===== src/design/aclc_pkg.sv =====
/*
  Constants and helpers for the codec side of the five-wire audio link.
  Assumes a 100 MHz system clock and an APB master with 32-bit data.
*/
package aclc_pkg;

  localparam int CLK_HZ  = 100_000_000;
  localparam int MCLK_HZ = 24_576_000;
  localparam int BCLK_HZ = MCLK_HZ / 2;
  // System cycles per bit-clock half period
  localparam logic [7:0] BCLK_HALF_CYC = 8'(CLK_HZ / (2 * BCLK_HZ));

  localparam int COLD_NS = 1000;
  localparam int WARM_NS = 1000;
  localparam logic [7:0] COLD_CYC = 8'((COLD_NS * (CLK_HZ / 1_000_000) + 999) / 1000);
  localparam logic [7:0] WARM_CYC = 8'((WARM_NS * (CLK_HZ / 1_000_000) + 999) / 1000);

  localparam logic [4:0] TAG_LAST  = 5'h0F;
  localparam logic [4:0] SLOT_LAST = 5'h13;
  localparam logic [3:0] SLOT_MAX  = 4'hC;
  localparam int TAG_VALID = 15;
  localparam int TAG_CMD   = 14;
  localparam int TAG_DATA  = 13;
  localparam int TAG_LEFT  = 12;
  localparam int TAG_RIGHT = 11;

  localparam int CMD_RW    = 19;
  localparam int IDX_HI    = 18;
  localparam int IDX_LO    = 12;
  localparam int DATA_HI   = 19;
  localparam int DATA_LO   = 4;

  localparam logic [6:0] IDX_RESET  = 7'h00;
  localparam logic [6:0] IDX_PWR    = 7'h26;
  localparam int         PWR_HALT   = 12;
  localparam logic [15:0] CREG_DEFAULT = 16'h0000;

  localparam logic [7:0] OFF_CTRL   = 8'h00;
  localparam logic [7:0] OFF_STATUS = 8'h04;
  localparam logic [7:0] OFF_CMD    = 8'h08;
  localparam logic [7:0] OFF_PCM_L  = 8'h0C;
  localparam logic [7:0] OFF_PCM_R  = 8'h10;
  localparam logic [7:0] OFF_FRAMES = 8'h14;
  localparam int CTRL_READY_EN = 0;
  localparam logic CTRL_READY_EN_RST = 1'b1;

  function automatic logic apb_mapped(input logic [7:0] a);
    return a == OFF_CTRL || a == OFF_STATUS || a == OFF_CMD ||
           a == OFF_PCM_L || a == OFF_PCM_R || a == OFF_FRAMES;
  endfunction

endpackage


===== src/design/aclc_bclk_gen.sv =====
/*
  Bit-clock divider: toggles the link clock every half period while running
  and flags each rise and fall as one-cycle enables.
  Assumes the run level comes from logic on the same clock.
*/
`timescale 1ns/1ps
module aclc_bclk_gen (
  input  wire logic clock,    // System clock
  input  wire logic rstn,     // Async reset, active low
  input  wire logic run,      // Link clock allowed to run
  output logic      bit_clk,  // Link bit clock
  output logic      rise_en,  // Bit clock rises at this edge
  output logic      fall_en   // Bit clock falls at this edge
);

  typedef struct packed {
    logic [7:0] cnt;
    logic       bclk;
  } aclc_gen_t;

  aclc_gen_t st;
  aclc_gen_t next_st;
  logic      wrap;

  assign wrap    = run && st.cnt == aclc_pkg::BCLK_HALF_CYC - 8'h01;
  assign rise_en = wrap && !st.bclk;
  assign fall_en = wrap && st.bclk;
  assign bit_clk = st.bclk;

  always_comb begin
    next_st = st;
    if (!run) begin
      next_st.cnt  = '0;
      next_st.bclk = 1'b0;
    end else if (wrap) begin
      next_st.cnt  = '0;
      next_st.bclk = ~st.bclk;
    end else begin
      next_st.cnt = st.cnt + 8'h01;
    end
  end

  always_ff @(posedge clock or negedge rstn) begin
    if (!rstn) begin
      st <= '0;
    end else begin
      st <= next_st;
    end
  end

endmodule // aclc_bclk_gen


===== src/design/aclc_codec.sv =====
/*
  Codec end of the audio link: makes the bit clock, decodes outgoing frames
  (tag, command, write data, playback samples), keeps the control register
  file and returns read data in the next incoming frame. APB slave for status.
  Assumes the controller makes sync from the bit clock; link pins are async.
*/
// Added by the designer: the APB register port and the register offsets.
`timescale 1ns/1ps
module aclc_codec (
  input  wire logic        clock,        // System clock, 100 MHz
  input  wire logic        rstn,         // Async reset, active low
  input  wire logic        psel,         // APB select
  input  wire logic        penable,      // APB enable
  input  wire logic        pwrite,       // APB write
  input  wire logic [7:0]  paddr,        // APB byte address
  input  wire logic [31:0] pwdata,       // APB write data
  output logic      [31:0] prdata,       // APB read data
  output logic             pready,       // APB ready
  output logic             pslverr,      // APB error on unmapped address
  input  wire logic        reset_pin_n,  // Link reset pin, active low
  input  wire logic        sync,         // Frame sync from controller
  input  wire logic        sdata_out,    // Serial stream into the codec
  output logic             bit_clk,      // Link bit clock out
  output logic             sdata_in,     // Serial stream to the controller
  output logic             codec_ready,  // Ready flag as sent in the tag
  output logic      [19:0] pcm_left,     // Last left playback sample
  output logic      [19:0] pcm_right,    // Last right playback sample
  output logic             pcm_valid     // Pulse: new left or right sample
);

  typedef struct packed {
    logic             rst_m;
    logic             rst_s;
    logic             syn_m;
    logic             syn_s;
    logic             dat_m;
    logic             dat_s;
    logic [7:0]       cold_cnt;
    logic             cold_active;
    logic [7:0]       warm_cnt;
    logic             run;
    logic             sync_prev;
    logic             in_frame;
    logic [3:0]       slot;
    logic [4:0]       pos;
    logic [19:0]      rxsh;
    logic [15:0]      tag;
    logic             cmd_rw;
    logic [6:0]       cmd_idx;
    logic             rd_pend;
    logic [6:0]       rd_idx;
    logic [55:0]      txsh;
    logic             sdata_in;
    logic             ready;
    logic [19:0]      pcm_l;
    logic [19:0]      pcm_r;
    logic [19:0]      pcm_hold;
    logic             pcm_valid;
    logic [63:0][15:0] creg;
    logic             ready_en;
    logic [15:0]      frames;
    logic [31:0]      last_cmd;
    logic [31:0]      prdata;
  } aclc_st_t;

  localparam aclc_st_t ST_INIT = '{
    cold_active: 1'b1,
    ready_en:    aclc_pkg::CTRL_READY_EN_RST,
    creg:        {64{aclc_pkg::CREG_DEFAULT}},
    default:     '0
  };

  aclc_st_t st;
  aclc_st_t next_st;
  logic     rise_en;
  logic     fall_en;
  logic     bclk;

  aclc_bclk_gen u_bclk (
    .clock   (clock),
    .rstn    (rstn),
    .run     (st.run),
    .bit_clk (bclk),
    .rise_en (rise_en),
    .fall_en (fall_en)
  );

  // Odd indices are reserved and read as zero
  function automatic logic [15:0] creg_read(input logic [63:0][15:0] r,
                                            input logic [6:0] idx);
    return idx[0] ? 16'h0000 : r[idx[6:1]];
  endfunction

  function automatic logic [31:0] apb_read(input aclc_st_t s, input logic [7:0] a);
    logic [31:0] v;
    v = 32'h0000_0000;
    case (a)
      aclc_pkg::OFF_CTRL:   v[aclc_pkg::CTRL_READY_EN] = s.ready_en;
      aclc_pkg::OFF_STATUS: v = {28'h0, s.rd_pend, s.in_frame, s.run, s.ready};
      aclc_pkg::OFF_CMD:    v = s.last_cmd;
      aclc_pkg::OFF_PCM_L:  v = {12'h000, s.pcm_l};
      aclc_pkg::OFF_PCM_R:  v = {12'h000, s.pcm_r};
      aclc_pkg::OFF_FRAMES: v = {16'h0000, s.frames};
      default:              v = 32'h0000_0000;
    endcase
    return v;
  endfunction

  assign prdata      = st.prdata;
  assign pready      = 1'b1;
  assign pslverr     = psel && penable && !aclc_pkg::apb_mapped(paddr);
  assign bit_clk     = bclk;
  assign sdata_in    = st.sdata_in;
  assign codec_ready = st.ready;
  assign pcm_left    = st.pcm_l;
  assign pcm_right   = st.pcm_r;
  assign pcm_valid   = st.pcm_valid;

  always_comb begin
    logic [19:0] w;
    logic [15:0] rdat;
    logic        last;
    logic        frame_ok;
    logic        rd_now;
    w        = '0;
    rdat     = '0;
    last     = 1'b0;
    frame_ok = 1'b0;
    rd_now   = 1'b0;
    next_st  = st;
    next_st.pcm_valid = 1'b0;

    // Two-stage synchronisers for the link pins
    next_st.rst_m = reset_pin_n;
    next_st.rst_s = st.rst_m;
    next_st.syn_m = sync;
    next_st.syn_s = st.syn_m;
    next_st.dat_m = sdata_out;
    next_st.dat_s = st.dat_m;

    // Warm restart: sync held high while the clock is stopped
    if (!st.run && !st.cold_active && st.rst_s) begin
      if (st.syn_s) begin
        if (st.warm_cnt != aclc_pkg::WARM_CYC) begin
          next_st.warm_cnt = st.warm_cnt + 8'h01;
        end
      end else begin
        if (st.warm_cnt == aclc_pkg::WARM_CYC) begin
          next_st.run       = 1'b1;
          next_st.sync_prev = 1'b0;
        end
        next_st.warm_cnt = '0;
      end
    end else begin
      next_st.warm_cnt = '0;
    end

    // Receive: sample on each bit-clock fall
    if (st.run && fall_en) begin
      next_st.sync_prev = st.syn_s;
      if (st.syn_s && !st.sync_prev) begin
        // Frame start seen; first data bit comes after the next rise
        next_st.in_frame = 1'b1;
        next_st.slot     = '0;
        next_st.pos      = '0;
        next_st.frames   = st.frames + 16'h0001;
        rdat = creg_read(st.creg, st.rd_idx);
        // Answer last frame's read, zero-filled otherwise
        next_st.txsh = {st.ready, st.rd_pend, st.rd_pend, 13'h0000,
                        1'b0, st.rd_pend ? st.rd_idx : 7'h00, 12'h000,
                        st.rd_pend ? rdat : 16'h0000, 4'h0};
        next_st.rd_pend = 1'b0;
      end else if (st.in_frame) begin
        w = {st.rxsh[18:0], st.dat_s};
        next_st.rxsh = w;
        last = (st.slot == 4'h0) ? (st.pos == aclc_pkg::TAG_LAST)
                                 : (st.pos == aclc_pkg::SLOT_LAST);
        frame_ok = st.tag[aclc_pkg::TAG_VALID] && st.tag[1:0] == 2'b00;
        if (!last) begin
          next_st.pos = st.pos + 5'h01;
        end else begin
          next_st.pos  = '0;
          next_st.slot = st.slot + 4'h1;
          if (st.slot == aclc_pkg::SLOT_MAX) begin
            next_st.in_frame = 1'b0;
          end
          case (st.slot)
            4'h0: next_st.tag = w[15:0];
            4'h1: begin
              next_st.cmd_rw  = w[aclc_pkg::CMD_RW];
              next_st.cmd_idx = w[aclc_pkg::IDX_HI:aclc_pkg::IDX_LO];
            end
            4'h2: begin
              if (frame_ok && st.tag[aclc_pkg::TAG_CMD]) begin
                next_st.last_cmd = {st.cmd_rw, 4'h0, st.cmd_idx, 4'h0,
                                    w[aclc_pkg::DATA_HI:aclc_pkg::DATA_LO]};
                if (st.cmd_rw) begin
                  rd_now = 1'b1;
                end else if (st.tag[aclc_pkg::TAG_DATA]) begin
                  if (st.cmd_idx == aclc_pkg::IDX_RESET) begin
                    next_st.creg = {64{aclc_pkg::CREG_DEFAULT}};
                  end else if (!st.cmd_idx[0]) begin
                    next_st.creg[st.cmd_idx[6:1]] =
                      w[aclc_pkg::DATA_HI:aclc_pkg::DATA_LO];
                    if (st.cmd_idx == aclc_pkg::IDX_PWR && w[aclc_pkg::PWR_HALT + 4]) begin
                      next_st.run = 1'b0;
                    end
                  end
                end
              end
              if (rd_now) begin
                next_st.rd_pend = 1'b1;
                next_st.rd_idx  = st.cmd_idx;
              end
            end
            // Left is held so that both samples update with the pulse
            4'h3: next_st.pcm_hold = w;
            4'h4: begin
              if (frame_ok && st.tag[aclc_pkg::TAG_LEFT]) begin
                next_st.pcm_l = st.pcm_hold;
              end
              if (frame_ok && st.tag[aclc_pkg::TAG_RIGHT]) begin
                next_st.pcm_r = w;
              end
              next_st.pcm_valid = frame_ok &&
                (st.tag[aclc_pkg::TAG_LEFT] || st.tag[aclc_pkg::TAG_RIGHT]);
            end
            default: ;
          endcase
        end
      end
    end

    // Transmit: shift out on each bit-clock rise
    if (st.run && rise_en) begin
      next_st.sdata_in = st.txsh[55];
      next_st.txsh     = {st.txsh[54:0], 1'b0};
    end
    if (!st.run) begin
      next_st.sdata_in = 1'b0;
      next_st.in_frame = 1'b0;
      next_st.txsh     = '0;
    end

    next_st.ready = st.run && st.ready_en && !st.cold_active;

    // APB: read data captured in setup, write taken in access
    if (psel && !penable) begin
      next_st.prdata = apb_read(st, paddr);
    end
    if (psel && penable && pwrite && paddr == aclc_pkg::OFF_CTRL) begin
      next_st.ready_en = pwdata[aclc_pkg::CTRL_READY_EN];
    end

    // Cold reset from the link pin dominates everything on the link side
    if (!st.rst_s) begin
      if (st.cold_cnt != aclc_pkg::COLD_CYC) begin
        next_st.cold_cnt = st.cold_cnt + 8'h01;
      end else begin
        next_st.cold_active = 1'b1;
        next_st.run         = 1'b0;
        next_st.creg        = {64{aclc_pkg::CREG_DEFAULT}};
        next_st.rd_pend     = 1'b0;
        next_st.rd_idx      = '0;
        next_st.in_frame    = 1'b0;
        next_st.sync_prev   = 1'b0;
        next_st.tag         = '0;
        next_st.txsh        = '0;
        next_st.sdata_in    = 1'b0;
        next_st.pcm_l       = '0;
        next_st.pcm_r       = '0;
        next_st.pcm_hold    = '0;
        next_st.last_cmd    = '0;
        next_st.ready       = 1'b0;
      end
    end else begin
      next_st.cold_cnt = '0;
      if (st.cold_active) begin
        next_st.cold_active = 1'b0;
        next_st.run         = 1'b1;
        next_st.sync_prev   = 1'b0;
      end
    end
  end

  always_ff @(posedge clock or negedge rstn) begin
    if (!rstn) begin
      st <= ST_INIT;
    end else begin
      st <= next_st;
    end
  end

endmodule // aclc_codec


===== config.mk =====
export PLATFORM = sky130hd
export DESIGN_NAME = aclc_codec
export DESIGN_NICKNAME = d
export VERILOG_FILES = /design/src/design/aclc_pkg.sv /design/src/design/aclc_bclk_gen.sv /design/src/design/aclc_codec.sv
export SDC_FILE = /design/constraint.sdc
export NUM_CORES = 2
export LEC_CHECK = 0
export BUFFER_PORTS_ARGS = -buffer_cell sky130_fd_sc_hd__buf_2
export CORE_MARGIN = 3
export CORE_UTILIZATION = 55
export CTS_CLUSTER_DIAMETER = 80
export DETAILED_ROUTE_END_ITERATION = 12
export MAX_ROUTING_LAYER = met4
export PLACE_DENSITY = 0.75
export RECOVER_POWER = 25
export SLEW_MARGIN = 20
export SYNTH_ARGS = -nofsm -noshare
export SYNTH_HDL_FRONTEND = slang
export SYNTH_SLANG_ARGS = --single-unit

===== constraint.sdc =====
create_clock -name clock -period 5.4 [get_ports clock]
set_input_delay 0 -clock clock [delete_from_list [all_inputs] [get_ports clock]]
set_output_delay 0 -clock clock [all_outputs]
set_load 0.02 [all_outputs]

; ---- Word-level counts from Yosys, hierarchy flattened
; Index checks and enable logic that the tools add are counted.
[op_classes]
add_sub_neg = 6
magnitude_cmp = 3
n_eq_ne = 20
muxes = 91
bitwise = 2
reduce_logical = 46
[op_table]
columns = op, n
row1 = $mux 1024, 8
row2 = $mux 1085, 4
row3 = $bwmux 1024, 1
row4 = $mux 32, 9
row5 = $mux 126, 2
row6 = $pmux 31 s5, 1
row7 = $mux 120, 1
row8 = $mux 57, 2
row9 = $mux 16, 7
row10 = $bmux 16 s6, 1
row11 = $demux 16 s6, 1
row12 = $mux 8, 8
row13 = $mux 62, 1
row14 = $mux 20, 3
row15 = $mux 56, 1
row16 = $mux 44, 1
row17 = $mux 40, 1
row18 = $mux 1, 25
row19 = $add 8x1->8 const B, 3
row20 = $logic_and 1x1->1, 22
row21 = $mux 9, 2
row22 = $add 16x1->16 const B, 1
row23 = $eq 8x4->1 const B, 2
row24 = $eq 8x5->1 const B, 2
row25 = other kinds (35), 59
[totals]
register_bits = 1320
in_bits = 48

; ---- Logic depth before layout (Yosys ltp)
[depth]
ltp_word = 19
ltp_mapped = 12
depth_no_buf = 8

; ---- Modules after synthesis
; A second synthesis with hierarchy kept.
[unflattened]
hier_cells = 6663
hier_area_um2 = 63510.9
[by_module_without_submodules]
columns = module, instances, cells_per_inst, area_per_inst_um2, seq_area_each_um2
row1 = aclc_codec, 1, 6618, 63073.0, 32558.7
row2 = aclc_bclk_gen, 1, 45, 437.9, 225.2

; ---- Worst setup path after synthesis
; Ideal clock, no wire load.
[synth_timing]
path_kind = register to register
startpoint = register st[1281] (netlist name)
endpoint = register st[596] (netlist name)
setup_time_ns = 0.123
arrival_ns = 2.672
required_time_ns = 5.277
path_slack_ns = 2.605
path_stages_with_launch = 13
path_buffers = 4
period_less_slack_ns = 2.795
path_cell_list = dfrtp_1 -> inv_1 -> ha_1 -> nor3b_1 -> mux2i_1 -> and2_0 -> clkbuf_1 -> clkbuf_1 -> buf_1 -> nand3_1 -> clkbuf_1 -> nand2_1 -> a21oi_1
[synth_rtl]
columns = element, line_no
row1 = from (decl), aclc_codec.sv:73  ; aclc_st_t st;
row2 = from (signal assigned), aclc_codec.sv:290  ; st <= next_st;

==> results_dict.tcl <==
set metrics [dict create \
    clockBufferDepth 3 \
    grt_pass1_vias 53000 \
    antenna_found_initial 9 \
    maxSlewViolCount 526 \
    crit_path_frequent_cell "dlygate4sd3_1" \
    grt_max_degree 182 \
    num-fill-cells 9289 \
    place_area_um2 64900 \
    status "finished with violations" \
    cts.htree.levels 4 \
    finalWeightedCongestion 1.07 \
    route.detailed.drc 0 \
    rr_worst_depth 7 \
    path_class "primary input to asynchronous set/reset pin" \
    fin_nets 6471 \
    cts_tree "done" \
    pin_count 126 \
    tightest_slew_ns 2.32 \
    synth-edff-count 0 \
    ys_async_sr_fraction_pct 100 \
    p_int_mw 15.5 \
    hpwl_mm 139 \
    critPathArrivalTime_ns 4.83 \
    fmax_mhz 225 \
    dieArea_um2 120000 \
    layout-drive-gt1-share_pct 11.2 \
    synth_flop_cell "dfrtp_1" \
    mostFrequentLayoutCell "nand2_1" \
    dp.cells 7760 \
    postSynthAreaPerCell_um2 9.56 \
    netlist_area_um2 63900 \
    insertion_delay_ns 0.77 \
    hold_violations 0 \
    worstPathCellList "dlygate4sd3_1, dlygate4sd3_1, clkbuf_1, clkbuf_4" \
    start_util_pct 55.7 \
    viasPerCell 6.80 \
    cp_max_fo 166 \
    row_count 124 \
    finalInstanceArea_um2 69600 \
    p_switching_mw 4.29 \
    failed_checks "capacitance limit, slew limit" \
    first_pass_iters 9 \
    max_slew_margin_pct -54.6 \
    portBuffers 93 \
    drtAntennaViolNets 0 \
    clkPwrFrac_pct 48.8 \
    critPathLaunchType "primary input" \
    rsz0062_at_grt "false" \
    p_leak_nw 29.2 \
    yosysUniqueCellTypes 76 \
    die_w_um 347 \
    seq_power_share_pct 49.8 \
    cts_resized 0 \
    wl_per_cell_um 27.9 \
    hold_slack_ns 0.116 \
    most-common-layout-cells "1567 x nand2_1, 1289 x dfrtp_1, 860 x a21oi_1" \
    num_vias 54700 \
    root_buffer "clkbuf_16" \
    slowest_delay_ns 1.92 \
    yosys_warnings 0 \
    fin_util_pct 60.6 \
    fin_crit_sh_pct 82.2 \
    synth_nets 6741 \
    combPwrFrac_pct 1.4 \
    syn_to_final_growth_pct 8.86 \
    finClkSkew_ns 0.0266 \
    drt_iter0_markers 8205 \
    drv_cap 8 \
    cts_made_buffers 140 \
    ys_ff_latch 1310 \
    core_area_um2 115000 \
    fin_crit_ns 4.44 \
    setup_tns_ns 0 \
    cellPowerDensity_nw_per_um2 284 \
    endpoint_kind "asynchronous set/reset pin" \
    cp_slowest_cell "clkbuf_4" \
    yosysSeqAreaShare_pct 51.3 \
    finalSetupViolCount 0 \
    clk_pin_slew_worst_paths_ns 0.06 \
    die_h_um 347 \
    grt_pass1_wl_mm 334 \
    ir_drop_mv 0.324 \
    p_sw_share_pct 21.7 \
    drt-total-wl_mm 224 \
    grt.overflow.total 0 \
    final_cells 8042 \
    holdPathStages 6 \
    hold_path_class "primary input to flop" \
    cts.sinks 1310 \
    synth_cells 6682 \
    worstPathRequired_ns 5.79 \
    grt_usage_pct 37.6 \
]
## worst paths after layout
| path | start | end | slack (ns) |
|---|---|---|---|
| max | rstn | st[949]$_DFF_PN0_ | 0.96 |
| min | paddr[1] | prdata[23]$_DFFE_PN0P_ | 0.12 |
| max reg2reg | u_bclk.st[1]$_DFF_PN0_ | st[427]$_DFF_PN0_ | 1.00 |
| min reg2reg | next_st[1305]$_DFF_PN0_ | st[1305]$_DFF_PN0_ | 0.37 |
| max in group clock | u_bclk.st[1]$_DFF_PN0_ | st[427]$_DFF_PN0_ | 1.00 |
| min in group asynchronous | rstn | st[1111]$_DFF_PN0_ | 1.96 |
## power groups by stage
stage	sequential, mW	clock [mW]	combinational, mW
after global placement	10.0	0	0.263
after CTS	9.84	9.68	0.285
after detailed placement	10.0	0	0.269
final	9.84	9.64	0.268
after global routing	9.83	10.1	0.308
after floorplan	10.0	0	0.0397
## cell usage after synthesis (16+ instances only)
| cell type | count | area (um^2) |
|---|---|---|
| buf_4 | 83 | 623 |
| a22o_1 | 18 | 158 |
| xor2_1 | 18 | 158 |
| dfrtp_1 | 1308 | 32700 |
| xnor2_1 | 18 | 158 |
| o22ai_1 | 160 | 1000 |
| a31oi_1 | 16 | 100 |
| a222oi_1 | 17 | 170 |
| a2111oi_0 | 24 | 210 |
| a211oi_1 | 28 | 210 |
| buf_1 | 45 | 169 |
| and2_1 | 28 | 175 |
| o21ai_0 | 215 | 1080 |
| o221a_2 | 23 | 259 |
| mux2i_1 | 302 | 3020 |
| a21oi_1 | 862 | 4310 |
| nand2_1 | 1569 | 5890 |
| nand4_1 | 24 | 150 |
| nand3_1 | 195 | 976 |
| buf_2 | 177 | 886 |
| a32o_1 | 28 | 280 |
| nor4_1 | 16 | 100 |
| and3_1 | 56 | 350 |
| nor2_1 | 477 | 1790 |
| a22oi_1 | 70 | 526 |
| a21o_1 | 19 | 143 |
| mux4_2 | 188 | 4230 |
| nor3_1 | 59 | 295 |
| mux2_2 | 28 | 315 |
| clkbuf_1 | 401 | 1510 |
## final cells by class
type                       instances  area, um^2  share of cell area (%)
tap                             1512        1890                    2.72
inverter                           9        33.8                  0.0486
clock buffer                     207        4100                    5.89
multi-input combinational       4653       28000                    40.3
timing repair buffer             298        2210                    3.18
sequential                      1310       32800                    47.2
clock inverter                    40         435                   0.626
antenna                           13        32.5                  0.0468
## what timing repair did
| action | 4_1_cts | 5_1_grt |
|---|---|---|
| setup buffers | 0 | 0 |
| hold endpoints to repair | 308 | 0 |
| hold buffers | 20 | 0 |
## per-stage QoR
step	power, mW	worst slack (ns)
3_5_place_dp	10.3	1.34
2_1_floorplan	10.1	2.60
6_report	19.7	0.962
5_1_grt	20.2	0.645
4_1_cts	19.8	1.24
3_3_place_gp	10.3	1.44
## critical path, delay by kind of cell
family	cells	cell delay (ns)
buffers and inverters	4	4.62
## layer usage
layer  global-route usage (%)  vias up  routed length, um  share of wire [%]
met1                     48.3    27200              82900                 37
li1                         -    22700                  -                  -
met2                     52.9     3888              97100                 43
met5                        -        -                  0                  0
met3                     11.9      860              29500                 13
met4                     21.3        0              14700                6.5
## state kept, by name (all words and copies together), names as in the netlist
signal and flops:
prdata 32, pcm_left 20, u_bclk.bit_clk 1, u_bclk.st 8, codec_ready 1, sdata_in 1, pcm_valid 1, pcm_right 20
next_st 3, st 1223
## logic make-up (layout without fill, tap and decap cells)
logic type      after synthesis  after routing  synth area share (%)
xor+xnor                     36             36                 0.493
buf+inv                     719            554                  5.10
mux                         518            518                  11.9
simple gates               2539           2539                  16.9
flops                      1310           1310                  51.3
fa+ha+maj                    11             11                 0.215
other cells                   1             14               0.00587
compound gates             1548           1548                  14.1
Power figures use the tool's default switching activity.
